$ cat src/verilog/sasb_pkg.sv
// Constants for the spectral alarm status bank.
// Assumes 16-bit serial frames: bit 15 write flag, bits 14:8 byte address, bits 7:0 data.
package sasb_pkg;
	localparam int NAX   = 3;
	localparam int NBAND = 6;
	localparam int FRAME = 16;
	localparam logic [4:0] FRAME_LAST = 5'h0F;
	// Byte addresses of the registers; even address is the low byte.
	localparam logic [6:0] ADR_AUX_CFG  = 7'h36;
	localparam logic [6:0] ADR_GLOBAL_COMMAND_WORD = 7'h3E;
	localparam logic [6:0] ADR_X_MAG1   = 7'h50;
	localparam logic [6:0] ADR_Y_MAG1   = 7'h52;
	localparam logic [6:0] ADR_Z_MAG1   = 7'h54;
	localparam logic [6:0] ADR_X_MAG2   = 7'h56;
	localparam logic [6:0] ADR_Y_MAG2   = 7'h58;
	localparam logic [6:0] ADR_Z_MAG2   = 7'h5A;
	localparam logic [6:0] ADR_S_MAG    = 7'h5C;
	localparam logic [6:0] ADR_CTRL     = 7'h5E;
	localparam logic [6:0] ADR_X_STAT   = 7'h60;
	localparam logic [6:0] ADR_X_PEAK   = 7'h66;
	localparam logic [6:0] ADR_X_FREQ   = 7'h70;
	localparam logic [6:0] ADR_Z_FREQ   = 7'h74;
	// Command and control bit positions.
	localparam int CMD_CLR_BIT  = 9;
	localparam int CMD_SAVE_BIT = 12;
	localparam int CTL_EN_S     = 3;
	localparam int CTL_TGT      = 4;
	localparam int CTL_POL      = 5;
	localparam int CTL_IND      = 6;
	localparam int CTL_DLY_LSB  = 8;
	localparam int AUX_ONE_SEL  = 2;
	localparam int AUX_TWO_SEL  = 3;
	localparam int STAT_LSB     = 4;
	localparam logic [15:0] CTL_RST  = 16'h0080;
	localparam logic [15:0] ZERO16   = 16'h0000;
	localparam logic [15:0] L1_MASK  = 16'h5550;
	localparam logic [15:0] L2_MASK  = 16'hAAA0;
	localparam logic [4:0]  PERS_SAT = 5'h10;
	typedef enum logic [1:0] {
		SASB_IDLE  = 2'b01,
		SASB_SHIFT = 2'b10
	} sasb_state_t;
endpackage

$ cat src/verilog/sasb_bank.sv
// Spectral alarm status bank: serial register slave, thresholds, band alarm evaluation.
// Assumes the FFT engine streams bins on mclk and pulses rec_done after each record,
// and the band-definition store presents limits for the selected sample rate.
`timescale 1ns/100ps
// Operation
// - Y-axis level-two threshold register, 16-bit unsigned.
// - Z-axis level-two threshold register, 16-bit unsigned.
// - System alarm threshold, 16 bits, format per target select bit.
// - Clear command (command bit 9) erases the level-one/level-two spectral alarm thresholds.
// - Save command (command bit 12) activates spectral alarm settings.
// - Save is ignored if a save was already taken since last clear.
// - Enabled indicators: pin one shows warnings, pin two shows critical alarms.
// - Record header carries band flags, worst peak and its bin.
// - Status bits 4..15 hold level-one/level-two flag pairs for bands 1..6.
// - Status bits 2..0 give most critical band; bit 3 reads zero.
// - Band flags use limits of the currently selected sample rate.
// - Per-axis peak register holds worst-case magnitude, 16 bits.
// - Per-axis bin register holds worst-case bin in low byte.
// - Flag sets only after condition persists over programmed record count.
// - Control bits enable axes, system alarm, polarity and target.
module sasb_bank
	import sasb_pkg::*;
(
	input  wire logic              mclk,
	input  wire logic              rst_b,
	input  wire logic              spi_sclk,
	input  wire logic              spi_cs_b,
	input  wire logic              spi_din,
	output logic                   spi_dout,
	input  wire logic              bin_valid,
	input  wire logic [1:0]        bin_axis,
	input  wire logic [7:0]        bin_num,
	input  wire logic [15:0]       bin_mag,
	input  wire logic              rec_done,
	input  wire logic [5:0][7:0]   band_lo,
	input  wire logic [5:0][7:0]   band_hi,
	input  wire logic [15:0]       temp_word,
	input  wire logic [15:0]       supply_word,
	output logic                   aux_pin_one,
	output logic                   aux_pin_one_oe,
	output logic                   aux_pin_two,
	output logic                   aux_pin_two_oe,
	output logic                   cfg_clear,
	output logic                   cfg_save,
	output logic                   alarm_active,
	output logic                   sys_alarm,
	output logic                   hdr_valid,
	output logic [2:0][15:0]       hdr_stat,
	output logic [2:0][15:0]       hdr_peak,
	output logic [2:0][15:0]       hdr_bin
);
	// Byte write into a 16-bit register; odd address carries the high byte.
	function automatic logic [15:0] put_byte(input logic [15:0] old, input logic hi,
	                                         input logic [7:0] d);
		put_byte = hi ? {d, old[7:0]} : {old[15:8], d};
	endfunction
	// -----------------------------------------------------------------
	// Serial slave
	// -----------------------------------------------------------------
	logic [2:0]  s1_ff, s2_ff;
	logic        sclk_d_ff;
	sasb_state_t st_ff, nxt_st;
	logic [15:0] rx_ff, nxt_rx, tx_ff, nxt_tx;
	logic [4:0]  cnt_ff, nxt_cnt;
	logic        wr_ff, nxt_wr, dout_ff, nxt_dout;
	logic [6:0]  wadr_ff, nxt_wadr, radr_ff, nxt_radr;
	logic [7:0]  wdat_ff, nxt_wdat;
	logic [15:0] rdata;
	logic        sclk_s, cs_s, din_s;
	assign sclk_s = s2_ff[2];
	assign cs_s   = s2_ff[1];
	assign din_s  = s2_ff[0];
	always_comb begin
		nxt_st   = st_ff;
		nxt_rx   = rx_ff;
		nxt_tx   = tx_ff;
		nxt_cnt  = cnt_ff;
		nxt_wr   = 1'b0;
		nxt_wadr = wadr_ff;
		nxt_wdat = wdat_ff;
		nxt_radr = radr_ff;
		case (st_ff)
			SASB_IDLE: begin
				if (!cs_s) begin
					nxt_st  = SASB_SHIFT;
					nxt_tx  = rdata;
					nxt_cnt = 5'h00;
				end
			end
			SASB_SHIFT: begin
				if (cs_s) begin
					nxt_st = SASB_IDLE;
				end else if (sclk_s && !sclk_d_ff) begin
					nxt_rx  = {rx_ff[14:0], din_s};
					nxt_cnt = cnt_ff + 5'h01;
					if (cnt_ff == FRAME_LAST) begin
						nxt_cnt = 5'h00;
						nxt_tx  = rdata;
						if (nxt_rx[15]) begin
							nxt_wr   = 1'b1;
							nxt_wadr = nxt_rx[14:8];
							nxt_wdat = nxt_rx[7:0];
						end else begin
							nxt_radr = nxt_rx[14:8];
						end
					end
				end else if (!sclk_s && sclk_d_ff && cnt_ff != 5'h00) begin
					nxt_tx = {tx_ff[14:0], 1'b0};
				end
			end
			default: nxt_st = SASB_IDLE;
		endcase
		nxt_dout = tx_ff[15];
	end
	always_ff @(posedge mclk or negedge rst_b) begin
		if (!rst_b) begin
			s1_ff     <= 3'h6;
			s2_ff     <= 3'h6;
			sclk_d_ff <= 1'b1;
			st_ff     <= SASB_IDLE;
			rx_ff     <= ZERO16;
			tx_ff     <= ZERO16;
			cnt_ff    <= 5'h00;
			wr_ff     <= 1'b0;
			wadr_ff   <= 7'h00;
			wdat_ff   <= 8'h00;
			radr_ff   <= 7'h00;
			dout_ff   <= 1'b0;
		end else begin
			s1_ff     <= {spi_sclk, spi_cs_b, spi_din};
			s2_ff     <= s1_ff;
			sclk_d_ff <= sclk_s;
			st_ff     <= nxt_st;
			rx_ff     <= nxt_rx;
			tx_ff     <= nxt_tx;
			cnt_ff    <= nxt_cnt;
			wr_ff     <= nxt_wr;
			wadr_ff   <= nxt_wadr;
			wdat_ff   <= nxt_wdat;
			radr_ff   <= nxt_radr;
			dout_ff   <= nxt_dout;
		end
	end
	assign spi_dout = dout_ff;
	// -----------------------------------------------------------------
	// Configuration registers and commands
	// -----------------------------------------------------------------
	logic [1:0][2:0][15:0] thr_ff, nxt_thr;
	logic [15:0] smag_ff, nxt_smag, ctl_ff, nxt_ctl, aux_ff, nxt_aux;
	logic        used_ff, nxt_used, act_ff, nxt_act, clr_ff, nxt_clr, sav_ff, nxt_sav;
	logic [2:0][15:0] stat_ff, peak_ff, wbin_ff;
	logic        sys_ff;
	logic        hib, do_clr, do_sav;
	logic [6:0]  wa;
	always_comb begin
		wa       = {wadr_ff[6:1], 1'b0};
		hib      = wadr_ff[0];
		nxt_thr  = thr_ff;
		nxt_smag = smag_ff;
		nxt_ctl  = ctl_ff;
		nxt_aux  = aux_ff;
		do_clr   = 1'b0;
		do_sav   = 1'b0;
		if (wr_ff) begin
			for (int a = 0; a < NAX; a++) begin
				if (wa == ADR_X_MAG1 + 7'(2 * a))
					nxt_thr[0][a] = put_byte(thr_ff[0][a], hib, wdat_ff);
				if (wa == ADR_X_MAG2 + 7'(2 * a))
					nxt_thr[1][a] = put_byte(thr_ff[1][a], hib, wdat_ff);
			end
			if (wa == ADR_S_MAG)
				nxt_smag = put_byte(smag_ff, hib, wdat_ff);
			if (wa == ADR_CTRL)
				nxt_ctl = put_byte(ctl_ff, hib, wdat_ff);
			if (wa == ADR_AUX_CFG)
				nxt_aux = put_byte(aux_ff, hib, wdat_ff);
			if (wa == ADR_GLOBAL_COMMAND_WORD) begin
				do_clr = hib && wdat_ff[CMD_CLR_BIT - $bits(wdat_ff)];
				do_sav = hib && wdat_ff[CMD_SAVE_BIT - $bits(wdat_ff)];
			end
		end
		if (do_clr)
			nxt_thr = '0;
		nxt_sav  = do_sav && (!used_ff || do_clr);
		nxt_used = nxt_sav || (used_ff && !do_clr);
		nxt_act  = nxt_sav || (act_ff && !do_clr);
		nxt_clr  = do_clr;
	end
	always_ff @(posedge mclk or negedge rst_b) begin
		if (!rst_b) begin
			thr_ff  <= '0;
			smag_ff <= ZERO16;
			ctl_ff  <= CTL_RST;
			aux_ff  <= ZERO16;
			used_ff <= 1'b0;
			act_ff  <= 1'b0;
			clr_ff  <= 1'b0;
			sav_ff  <= 1'b0;
		end else begin
			thr_ff  <= nxt_thr;
			smag_ff <= nxt_smag;
			ctl_ff  <= nxt_ctl;
			aux_ff  <= nxt_aux;
			used_ff <= nxt_used;
			act_ff  <= nxt_act;
			clr_ff  <= nxt_clr;
			sav_ff  <= nxt_sav;
		end
	end
	// Read mux; the command word and unmapped addresses read as zero.
	always_comb begin
		rdata = ZERO16;
		for (int a = 0; a < NAX; a++) begin
			if ({radr_ff[6:1], 1'b0} == ADR_X_MAG1 + 7'(2 * a)) rdata = thr_ff[0][a];
			if ({radr_ff[6:1], 1'b0} == ADR_X_MAG2 + 7'(2 * a)) rdata = thr_ff[1][a];
			if ({radr_ff[6:1], 1'b0} == ADR_X_STAT + 7'(2 * a)) rdata = stat_ff[a];
			if ({radr_ff[6:1], 1'b0} == ADR_X_PEAK + 7'(2 * a)) rdata = peak_ff[a];
			if ({radr_ff[6:1], 1'b0} == ADR_X_FREQ + 7'(2 * a)) rdata = wbin_ff[a];
		end
		if ({radr_ff[6:1], 1'b0} == ADR_S_MAG)   rdata = smag_ff;
		if ({radr_ff[6:1], 1'b0} == ADR_CTRL)    rdata = ctl_ff;
		if ({radr_ff[6:1], 1'b0} == ADR_AUX_CFG) rdata = aux_ff;
	end
	// -----------------------------------------------------------------
	// Band alarm evaluation
	// -----------------------------------------------------------------
	logic [2:0][5:0][1:0]      hit_ff, nxt_hit;
	logic [2:0][5:0][1:0][4:0] per_ff, nxt_per;
	logic [2:0][15:0] wpk_ff, nxt_wpk, nxt_stat, nxt_peak, nxt_wbin;
	logic [2:0][7:0]  wnum_ff, nxt_wnum;
	logic [2:0][2:0]  wband_ff, nxt_wband;
	logic             nxt_sys, nxt_hv, hv_ff, p1_ff, p2_ff, o1_ff, o2_ff;
	logic             inb, anyf;
	logic [4:0]       c;
	logic [15:0]      sref;
	always_comb begin
		nxt_hit   = hit_ff;
		nxt_per   = per_ff;
		nxt_wpk   = wpk_ff;
		nxt_wnum  = wnum_ff;
		nxt_wband = wband_ff;
		nxt_stat  = stat_ff;
		nxt_peak  = peak_ff;
		nxt_wbin  = wbin_ff;
		nxt_sys   = sys_ff;
		nxt_hv    = 1'b0;
		inb       = 1'b0;
		anyf      = 1'b0;
		c         = 5'h00;
		sref      = ctl_ff[CTL_TGT] ? temp_word : supply_word;
		if (bin_valid && bin_axis < 2'(NAX)) begin
			for (int b = 0; b < NBAND; b++) begin
				inb = bin_num >= band_lo[b] && bin_num <= band_hi[b];
				for (int l = 0; l < 2; l++)
					if (inb && bin_mag > thr_ff[l][bin_axis])
						nxt_hit[bin_axis][b][l] = 1'b1;
				if (inb && bin_mag > thr_ff[0][bin_axis] && bin_mag > nxt_wpk[bin_axis]) begin
					nxt_wpk[bin_axis]   = bin_mag;
					nxt_wnum[bin_axis]  = bin_num;
					nxt_wband[bin_axis] = 3'(b + 1);
				end
			end
		end
		if (rec_done) begin
			nxt_hv = 1'b1;
			for (int a = 0; a < NAX; a++) begin
				nxt_stat[a] = ZERO16;
				for (int b = 0; b < NBAND; b++) begin
					for (int l = 0; l < 2; l++) begin
						c = 5'h00;
						if (act_ff && ctl_ff[a] && hit_ff[a][b][l])
							c = (per_ff[a][b][l] < PERS_SAT) ? per_ff[a][b][l] + 5'h01
							                                 : PERS_SAT;
						nxt_per[a][b][l] = c;
						nxt_stat[a][STAT_LSB + 2 * b + l] = c > {1'b0, ctl_ff[CTL_DLY_LSB +: 4]};
					end
				end
				anyf = |nxt_stat[a];
				nxt_stat[a][2:0] = anyf ? wband_ff[a] : 3'h0;
				nxt_peak[a] = anyf ? wpk_ff[a] : ZERO16;
				nxt_wbin[a] = anyf ? {8'h00, wnum_ff[a]} : ZERO16;
			end
			nxt_sys = ctl_ff[CTL_EN_S] &&
			          (ctl_ff[CTL_POL] ? sref < smag_ff : sref > smag_ff);
			nxt_hit   = '0;
			nxt_wpk   = '0;
			nxt_wnum  = '0;
			nxt_wband = '0;
		end
	end
	always_ff @(posedge mclk or negedge rst_b) begin
		if (!rst_b) begin
			hit_ff   <= '0;
			per_ff   <= '0;
			wpk_ff   <= '0;
			wnum_ff  <= '0;
			wband_ff <= '0;
			stat_ff  <= '0;
			peak_ff  <= '0;
			wbin_ff  <= '0;
			sys_ff   <= 1'b0;
			hv_ff    <= 1'b0;
		end else begin
			hit_ff   <= nxt_hit;
			per_ff   <= nxt_per;
			wpk_ff   <= nxt_wpk;
			wnum_ff  <= nxt_wnum;
			wband_ff <= nxt_wband;
			stat_ff  <= nxt_stat;
			peak_ff  <= nxt_peak;
			wbin_ff  <= nxt_wbin;
			sys_ff   <= nxt_sys;
			hv_ff    <= nxt_hv;
		end
	end
	// -----------------------------------------------------------------
	// Indicator pins
	// -----------------------------------------------------------------
	// Pins follow the status registers one cycle later, and also change on control or aux-config writes.
	always_ff @(posedge mclk or negedge rst_b) begin
		if (!rst_b) begin
			p1_ff <= 1'b0;
			p2_ff <= 1'b0;
			o1_ff <= 1'b0;
			o2_ff <= 1'b0;
		end else begin
			o1_ff <= ctl_ff[CTL_IND] && aux_ff[AUX_ONE_SEL];
			o2_ff <= ctl_ff[CTL_IND] && aux_ff[AUX_TWO_SEL];
			p1_ff <= ctl_ff[CTL_IND] && aux_ff[AUX_ONE_SEL] && |(stat_ff & {NAX{L1_MASK}});
			p2_ff <= ctl_ff[CTL_IND] && aux_ff[AUX_TWO_SEL] && |(stat_ff & {NAX{L2_MASK}});
		end
	end
	assign aux_pin_one    = p1_ff;
	assign aux_pin_one_oe = o1_ff;
	assign aux_pin_two    = p2_ff;
	assign aux_pin_two_oe = o2_ff;
	assign cfg_clear      = clr_ff;
	assign cfg_save       = sav_ff;
	assign alarm_active   = act_ff;
	assign sys_alarm      = sys_ff;
	assign hdr_valid      = hv_ff;
	assign hdr_stat       = stat_ff;
	assign hdr_peak       = peak_ff;
	assign hdr_bin        = wbin_ff;
endmodule // sasb_bank

$ cat config.mk
export PLATFORM = sky130hd
export DESIGN_NAME = sasb_bank
export DESIGN_NICKNAME = d
export VERILOG_FILES = /design/src/verilog/sasb_pkg.sv /design/src/verilog/sasb_bank.sv
export SDC_FILE = /design/constraint.sdc
export NUM_CORES = 2
export LEC_CHECK = 0
export BUFFER_PORTS_ARGS = -buffer_cell sky130_fd_sc_hd__buf_2
export CELL_PAD_IN_SITES_DETAIL_PLACEMENT = 1
export CELL_PAD_IN_SITES_GLOBAL_PLACEMENT = 1
export CORE_MARGIN = 10
export CORE_UTILIZATION = 43
export CTS_CLUSTER_DIAMETER = 60
export DETAILED_ROUTE_END_ITERATION = 6
export PLACE_DENSITY_LB_ADDON = 0.3
export SLEW_MARGIN = 10
export SYNTH_ARGS = -nofsm -noshare
export SYNTH_HDL_FRONTEND = slang
export SYNTH_SLANG_ARGS = --single-unit
$ cat constraint.sdc
create_clock -name mclk -period 13.2 [get_ports mclk]
set_input_delay 0.66 -clock mclk [delete_from_list [all_inputs] [get_ports mclk]]
set_output_delay 0.66 -clock mclk [all_outputs]
set_load 0.03 [all_outputs]
Word level (Yosys, flattened, before mapping)
Cells that the tools add are included.
Word-level totals
  register bits: 661
  word-level logic and storage cells: 734
  input bits: 161
Cells by class
  mux-type cells: 292
  order comparisons: 97
  add/subtract/negate cells: 37
  bitwise logic cells: 33
  equality and inequality tests: 38
  reductions and logical operators: 125
Operators by type and width (number)
  36-bit two-way mux: 25
  16-bit two-way mux: 43
  48-bit two-way mux: 13
  5-bit two-way mux: 113
  36-bit OR: 12
  24-bit two-way mux: 13
  48-bit bitwise mux: 6
  12-bit demux with 2-bit select: 12
  16-bit binary-select mux with 2-bit select: 8
  96-bit two-way mux: 2
  5-bit by 1-bit adder with 5-bit output, second input constant: 37
  5-bit by 4-bit > comparator with 1-bit output: 36
  5-bit less-than comparator, second input constant: 36
  6-bit == test, second input constant: 25
  24-bit bitwise mux: 6
  16-bit > comparator: 9
  9-bit two-way mux: 14
  1-bit logical AND: 78
  3-bit AND reduction: 19
  8-bit >= comparator: 6
  8-bit less-or-equal comparator: 6
  8-bit two-way mux: 5
  12-bit OR reduction: 3
  18-bit OR reduction: 2
  40 further kinds: 93

Logic depth before layout (Yosys ltp)
  depth in word-level cells: 41
  gate-level depth with buffers: 81

Worst setup path before layout
Ideal clock, no wire load.
  path kind: input to register
  start point: in bin_axis[0]
  end point: reg wpk_ff[11] (netlist bit)
  cell stages on the path: 76
  setup slack: -2507 ps
  data arrival time: 15586 ps
  cells stage by stage: clkbuf_1 clkbuf_1 clkbuf_1 clkbuf_1 mux2i_1 nor2_1 a21oi_1 ha_1 nand4_1 nor2_1 o21ai_0 o21ai_0 a2bb2oi_1 buf_1 clkbuf_1 clkbuf_1 a21oi_1 o21ai_0 (+40 left out) a211oi_1 a211oi_1 o41a_1 clkbuf_1 o21ai_0 a221o_1 ha_1 a21oi_1 o21ai_0 a21o_1 a211oi_1 o22ai_1 o211ai_1 nand2_2 and4_1 buf_2 buf_6 a22o_1
On the way
  cells in the longest elaborated chain, start to end: 38
Ends and longest elaborated chain
  from (decl): line sasb_bank.sv:31  | input wire logic [1:0] bin_axis,
  16-bit binary-select mux with 2-bit select, or another cell as far along: line sasb_bank.sv:257  | if (inb && bin_mag > thr_ff[0][bin_axis] && bin_mag > nxt_wpk[bin_axis]) begin
  16-bit two-way mux (implied by the code) / 1-bit logical AND (equally long branches): line sasb_bank.sv:257, sasb_bank.sv:258
  16-bit > comparator / 16-bit two-way mux (equally long branches): line sasb_bank.sv:257, sasb_bank.sv:258
  1-bit logical AND / 16-bit demux with 2-bit select (equally long branches): line sasb_bank.sv:257, sasb_bank.sv:258
  1-bit logical AND / 48-bit bitwise mux (equally long branches): line sasb_bank.sv:257, sasb_bank.sv:258
  48-bit two-way mux: line sasb_bank.sv:257
  48-bit two-way mux: line sasb_bank.sv:251  | if (bin_valid && bin_axis < 2'(NAX)) begin
  16-bit binary-select mux with 2-bit select: line sasb_bank.sv:257
  (+22 left out)
  48-bit two-way mux: line sasb_bank.sv:251
  16-bit binary-select mux with 2-bit select: line sasb_bank.sv:257
  16-bit two-way mux (implied by the code): line sasb_bank.sv:257
  16-bit > comparator: line sasb_bank.sv:257
  1-bit logical AND: line sasb_bank.sv:257
  48-bit two-way mux: line sasb_bank.sv:257
  48-bit two-way mux: line sasb_bank.sv:251
  48-bit two-way mux: line sasb_bank.sv:264  | if (rec_done) begin
  to (signal assigned): line sasb_bank.sv:306  | wpk_ff <= nxt_wpk;
  to (decl): line sasb_bank.sv:229  | logic [2:0][15:0] wpk_ff, nxt_wpk, nxt_stat, nxt_peak, nxt_wbin;
Parallel ways exist; a longest one is shown, timed or not. The select of a mux whose other input is x is not followed.
A chain may end at the register's enable or synchronous reset.

Worst setup path after layout
  start point: in bin_axis[1]
  end point: reg wnum_ff[16] (netlist bit)
On the way
  cells in the longest elaborated chain, start to end: 38
Ends and longest elaborated chain
  16-bit binary-select mux with 2-bit select, or another cell as far along: line sasb_bank.sv:257
  16-bit two-way mux (implied by the code) / 1-bit logical AND (equally long branches): line sasb_bank.sv:257, sasb_bank.sv:258, sasb_bank.sv:259
  16-bit > comparator / 16-bit two-way mux (equally long branches): line sasb_bank.sv:257, sasb_bank.sv:258
  1-bit logical AND / 16-bit demux with 2-bit select (equally long branches): line sasb_bank.sv:257, sasb_bank.sv:258
  1-bit logical AND / 48-bit bitwise mux (equally long branches): line sasb_bank.sv:257, sasb_bank.sv:258
  48-bit two-way mux: line sasb_bank.sv:257
  48-bit two-way mux: line sasb_bank.sv:251
  16-bit binary-select mux with 2-bit select: line sasb_bank.sv:257
  (+22 left out)
  48-bit two-way mux: line sasb_bank.sv:251
  16-bit binary-select mux with 2-bit select: line sasb_bank.sv:257
  16-bit two-way mux (implied by the code): line sasb_bank.sv:257
  16-bit > comparator: line sasb_bank.sv:257
  1-bit logical AND: line sasb_bank.sv:257
  24-bit two-way mux: line sasb_bank.sv:257
  24-bit two-way mux: line sasb_bank.sv:251
  24-bit two-way mux: line sasb_bank.sv:264
  to (signal assigned): line sasb_bank.sv:307  | wnum_ff <= nxt_wnum;
  to (decl): line sasb_bank.sv:230  | logic [2:0][7:0] wnum_ff, nxt_wnum;
Parallel ways exist; a longest one is shown, timed or not. The select of a mux whose other input is x is not followed.

==> impl_results.html <==
<table>
<tr><th>Metric</th><th>Value</th></tr>
<tr><th colspan="2">Drt</th></tr>
<tr><td>Number of violations reported at the end of detailed-routing iteration 0</td><td>3,723</td></tr>
<tr><td>Max Used Layer</td><td>met5</td></tr>
<tr><td>DR WL met3</td><td>15,500 um</td></tr>
<tr><td>Amount of wire on met2 after detailed routing</td><td>slightly above 70,000 um</td></tr>
<tr><td>Routed WL</td><td>171,000 um</td></tr>
<tr><td>Remaining number of nets flagged by the antenna check after routing</td><td>0</td></tr>
<tr><td>M1 wire length</td><td>70,200 um</td></tr>
<tr><td>Residual DRC</td><td>0</td></tr>
<tr><td>Via total after detailed routing</td><td>around 38,000</td></tr>
<tr><td>Via-per-instance ratio</td><td>6.34</td></tr>
<tr><td>Average wire length per cell after detail routing</td><td>28.2 um</td></tr>
<tr><td>Drt pass-1 iters</td><td>5</td></tr>
<tr><th colspan="2">Status</th></tr>
<tr><td>Status</td><td>finished with violations</td></tr>
<tr><td>Failing checks</td><td>setup timing</td></tr>
<tr><th colspan="2">STA</th></tr>
<tr><td>Least setup slack across all paths after layout</td><td>-0.260 ns</td></tr>
<tr><td>Final worst path period share</td><td>1.02</td></tr>
<tr><td>Min Hold Slack</td><td>0.0215 ns</td></tr>
<tr><td>Unrepaired setup endpoints after global routing</td><td>true</td></tr>
<tr><td>Number of hold violations in the final report</td><td>0</td></tr>
<tr><td>Worst Clk Skew</td><td>0.0385 ns</td></tr>
<tr><td>Worst-margin pin slew</td><td>1.37 ns</td></tr>
<tr><td>Fin crit period</td><td>13.46 ns</td></tr>
<tr><td>Final setup violation count</td><td>78</td></tr>
<tr><td>Max-slew violation count</td><td>0</td></tr>
<tr><td>Highest clock frequency the design can meet</td><td>0.0743 GHz</td></tr>
<tr><td>Relative slew margins</td><td>0.0800</td></tr>
<tr><th colspan="2">Setup path</th></tr>
<tr><td>Required time worst endpoint</td><td>13.71 ns</td></tr>
<tr><td>Number of cells on the worst reg-to-reg path</td><td>between 70 and 80</td></tr>
<tr><td>WS Path Type</td><td>primary input to flop</td></tr>
<tr><td>CP peak stage delay</td><td>about 0.45 ns</td></tr>
<tr><td>Most used cell along the critical path</td><td>sky130_fd_sc_hd__buf_4</td></tr>
<tr><td>Category of the worst setup path capture point</td><td>flop</td></tr>
<tr><td>Data arrival time of the worst path</td><td>around 14 ns</td></tr>
<tr><td>Number of buffer and inverter stages on the critical path</td><td>24</td></tr>
<tr><td>Top delay family on crit path</td><td>compound AO/OA/AOI/OAI gates</td></tr>
<tr><td>Stages on the worst setup path</td><td>77</td></tr>
<tr><td>CP max stage cell</td><td>sky130_fd_sc_hd__o41ai_4</td></tr>
<tr><td>Startpoint types</td><td>primary input</td></tr>
<tr><td>Largest driver fanout on the critical path</td><td>7</td></tr>
<tr><th colspan="2">Die</th></tr>
<tr><td>Total die area</td><td>around 110,000 um2</td></tr>
<tr><td>Area of the core</td><td>94,700 um2</td></tr>
<tr><td>I/O pin total</td><td>315</td></tr>
<tr><td>Die outline height</td><td>328 um</td></tr>
<tr><td>Starting density of the core</td><td>0.432</td></tr>
<tr><td>Number of placement rows</td><td>113</td></tr>
<tr><td>Width of the chip</td><td>approximately 330 um</td></tr>
<tr><th colspan="2">Logic synthesis</th></tr>
<tr><td>EDFF count, synth</td><td>0</td></tr>
<tr><td>Most frequently used flop master after synthesis</td><td>sky130_fd_sc_hd__dfrtp_1</td></tr>
<tr><td>Synth Register Bits</td><td>636</td></tr>
<tr><td>Share of the synthesized area in the top cell type</td><td>0.385</td></tr>
<tr><td>Mean instance size in the synthesized netlist</td><td>9.72 um2</td></tr>
<tr><td>Ys Warns</td><td>0</td></tr>
<tr><td>Number of library cell types mapped by synthesis</td><td>76</td></tr>
<tr><td>Most common cell in the synthesized netlist</td><td>sky130_fd_sc_hd__dfrtp_1</td></tr>
<tr><td>Top post-synthesis cells by area</td><td>sky130_fd_sc_hd__dfrtp_1 38%, sky130_fd_sc_hd__ha_1 13%, sky130_fd_sc_hd__mux2_2 8.4%, sky130_fd_sc_hd__nor2_1 3.5%, sky130_fd_sc_hd__a21oi_1 3.3%</td></tr>
<tr><td>Top post-synthesis cells by count</td><td>629 x sky130_fd_sc_hd__dfrtp_1, 422 x sky130_fd_sc_hd__ha_1, 379 x sky130_fd_sc_hd__nor2_1</td></tr>
<tr><td>Number of instances in the synthesized netlist</td><td>4,211</td></tr>
<tr><td>Part of the Yosys area used for sequential elements</td><td>0.389</td></tr>
<tr><td>Largest area contributor in the synthesized netlist</td><td>sky130_fd_sc_hd__dfrtp_1</td></tr>
<tr><td>Share of synthesized flip-flops with an asynchronous set or reset</td><td>1.00</td></tr>
<tr><td>Area of the mapped netlist</td><td>40,900 um2</td></tr>
<tr><th colspan="2">Pwr</th></tr>
<tr><td>Logic pwr share</td><td>0.197</td></tr>
<tr><td>Static Leakage</td><td>0.0230 uW</td></tr>
<tr><td>Clock Power Share</td><td>0.404</td></tr>
<tr><td>Total power divided by cell area</td><td>roughly 100 nW/um2</td></tr>
<tr><td>Portion of total power attributed to sequential cells</td><td>0.400</td></tr>
<tr><td>Internal Dissipation</td><td>3580 uW</td></tr>
<tr><td>Net Sw Frac</td><td>0.296</td></tr>
<tr><td>Peak VDD IR</td><td>0.0872 mV</td></tr>
<tr><td>Overall power consumption</td><td>5090 uW</td></tr>
<tr><td>Switching power summed over all nets</td><td>1500 uW</td></tr>
<tr><th colspan="2">Clock tree</th></tr>
<tr><td>Reg clk slew, reported paths</td><td>0.06 ns</td></tr>
<tr><td>Count of H-tree levels built during CTS</td><td>3</td></tr>
<tr><td>Clk Tree Root Cell</td><td>sky130_fd_sc_hd__clkbuf_16</td></tr>
<tr><td>Clk_lat worst skew</td><td>roughly 0.65 ns</td></tr>
<tr><td>Maximum buffer depth of the clock tree</td><td>3</td></tr>
<tr><td>Number of CTS-inserted buffers</td><td>between 70 and 80</td></tr>
<tr><td>Clock tree from TritonCTS</td><td>done</td></tr>
<tr><td>CTS Sinks</td><td>around 640</td></tr>
<tr><td>Cts hold-fix bufs</td><td>0</td></tr>
<tr><th colspan="2">Run</th></tr>
<tr><td>Max-Cap Viols</td><td>0</td></tr>
<tr><th colspan="2">GRT</th></tr>
<tr><td>Overall routing resource usage</td><td>0.300</td></tr>
<tr><td>Total grt overflow</td><td>0</td></tr>
<tr><td>Via count of the first global-routing pass</td><td>between 30,000 and 40,000</td></tr>
<tr><td>Antenna violations before repair</td><td>8</td></tr>
<tr><td>Pin count of the biggest net entering global routing</td><td>190</td></tr>
<tr><td>Global-route wire length before repair</td><td>roughly 250,000 um</td></tr>
<tr><th colspan="2">Finish</th></tr>
<tr><td>Final Net Count</td><td>~5,300</td></tr>
<tr><td>Filler cells</td><td>~11,000</td></tr>
<tr><td>Ratio of cells with drive above 1 in the final layout</td><td>0.257</td></tr>
<tr><td>Area growth from synthesis to final layout</td><td>20.9%</td></tr>
<tr><th colspan="2">Place</th></tr>
<tr><td>Port bufs</td><td>287</td></tr>
<tr><td>Post-DP HPWL</td><td>124,000 um</td></tr>
<tr><td>Final estimated routing congestion in global placement</td><td>just under 1</td></tr>
<tr><th colspan="2">Min path</th></tr>
<tr><td>Type of the tightest min-delay check</td><td>primary input to async pin</td></tr>
</table>
==> power groups by stage <==
| stage | combinational, uW | sequential, uW | clock, uW |
|---|---|---|---|
| 3_3_place_gp | 803 | 2060 | 0 |
| 6_report | 1000 | 2030 | 2060 |
| 2_1_floorplan | 458 | 2060 | 0 |
| 3_5_place_dp | 823 | 2070 | 0 |
| 5_1_grt | 1070 | 2030 | 2170 |
| 4_1_cts | 839 | 2030 | 2080 |
==> worst register-to-register path, delay by kind of cell, from the launching register on <==
| kind | cells | cell delay (ns) |
|---|---|---|
| AOI/OAI and AO/OA | 31 | 5.20 |
| adders and majority gates | 6 | 1.80 |
| buffers and inverters | 20 | 2.97 |
| muxes | 1 | 0.29 |
| and+or+nand+nor | 15 | 2.63 |
| DFF | 1 | 0.39 |
==> layer usage <==
metal  global-route usage  vias to the layer above
li1                     -                    16600
met1                0.389                    19400
met2                0.452                     1809
met3               0.0713                      474
met4                0.174                        6
met5                    0                        -
==> stage by stage <==
step | area [um2] | TNS [ns] | utilization | setup slack, ns | std cells
2_1_floorplan | 41400 | -4.35 | - | -0.101 | 4237
3_3_place_gp | 45500 | -30.14 | 0.480 | -0.439 | 5825
3_5_place_dp | 45500 | -67.69 | 0.480 | -0.924 | 5825
4_1_cts | 48100 | 0 | 0.508 | 0.0270 | 5967
5_1_grt | 49500 | -59.64 | 0.522 | -0.801 | 6040
6_report | 49500 | -14.63 | 0.522 | -0.260 | 6042
==> path summary, 6_finish.rpt <==
path / end / from / slack (ns)
setup reg to reg: wnum_ff[16]$_DFFE_PN0P_ / wpk_ff[9]$_DFFE_PN0P_ / -0.20
hold reg to reg: s2_ff[0]$_DFF_PN0_ / s1_ff[0]$_DFF_PN0_ / 0.35
min in group mclk: s1_ff[1]$_DFF_PN1_ / spi_cs_b / 0.11
hold / removal: wdat_ff[4]$_DFFE_PN0P_ / rst_b / 0.02
setup / recovery: wnum_ff[16]$_DFFE_PN0P_ / bin_axis[1] / -0.26
max in group asynchronous: per_ff[101]$_DFFE_PN0P_ / rst_b / 10.77
==> cells by family after synthesis <==
kind of cell | share of synthesized area
DFF | 0.389
muxes | 0.109
other | 0.0000917
adders and majority gates | 0.129
and+or+nand+nor | 0.131
xor gates and xnor gates | 0.0156
AOI/OAI and AO/OA | 0.185
buffers and inverters | 0.0408
==> timing repair <==
action | 4_1_cts | 5_1_grt
endpoints found under the setup margin | 81 | 81
cloned | 1 | 11
gates resized for setup | 20 | 167
setup buffers | 10 | 64
pin swaps | 15 | 115
==> area by class of cell <==
cell class	count	area, um2	area share
antenna	2	5.00	0.000101
clock buffer	106	2100	0.0425
clock inverter	25	278	0.00562
inverter	165	627	0.0127
multi-input combinational	3194	24200	0.489
sequential	636	15900	0.322
tap	1265	1580	0.0320
timing repair buffer	649	4740	0.0957
==> placed cells by master (no fill, tap or decap), types with 34 or more instances in the layout <==
master and instances:
sky130_fd_sc_hd__a21o_1 35, sky130_fd_sc_hd__a21oi_1 252, sky130_fd_sc_hd__a22o_1 132, sky130_fd_sc_hd__a22oi_1 39, sky130_fd_sc_hd__a31oi_1 52, sky130_fd_sc_hd__a41oi_1 39
sky130_fd_sc_hd__and2_1 34, sky130_fd_sc_hd__buf_2 284, sky130_fd_sc_hd__buf_4 303, sky130_fd_sc_hd__clkbuf_16 84, sky130_fd_sc_hd__dfrtp_1 626, sky130_fd_sc_hd__ha_1 416
sky130_fd_sc_hd__inv_1 160, sky130_fd_sc_hd__mux2_2 302, sky130_fd_sc_hd__mux2i_1 98, sky130_fd_sc_hd__nand2_1 242, sky130_fd_sc_hd__nand2b_1 65, sky130_fd_sc_hd__nand3_1 94
sky130_fd_sc_hd__nand4_1 47, sky130_fd_sc_hd__nor2_1 370, sky130_fd_sc_hd__nor2b_1 69, sky130_fd_sc_hd__nor3_1 72, sky130_fd_sc_hd__o21ai_0 209, sky130_fd_sc_hd__o221ai_1 55
sky130_fd_sc_hd__o22ai_1 36, sky130_fd_sc_hd__or3_1 43, sky130_fd_sc_hd__xnor2_1 37, sky130_fd_sc_hd__xor2_1 36
==> sequential cells by signal, summed over array words and instances (netlist names), 9 cells and up <==
name,count
hdr_stat,45
per_ff,180
rx_ff,15
hit_ff,36
hdr_bin,24
wnum_ff,24
ctl_ff,16
tx_ff,16
thr_ff,96
hdr_peak,48
wpk_ff,48
smag_ff,16
wband_ff,9
aux_ff,16
Note: power is estimated with default switching activity, not from simulation.
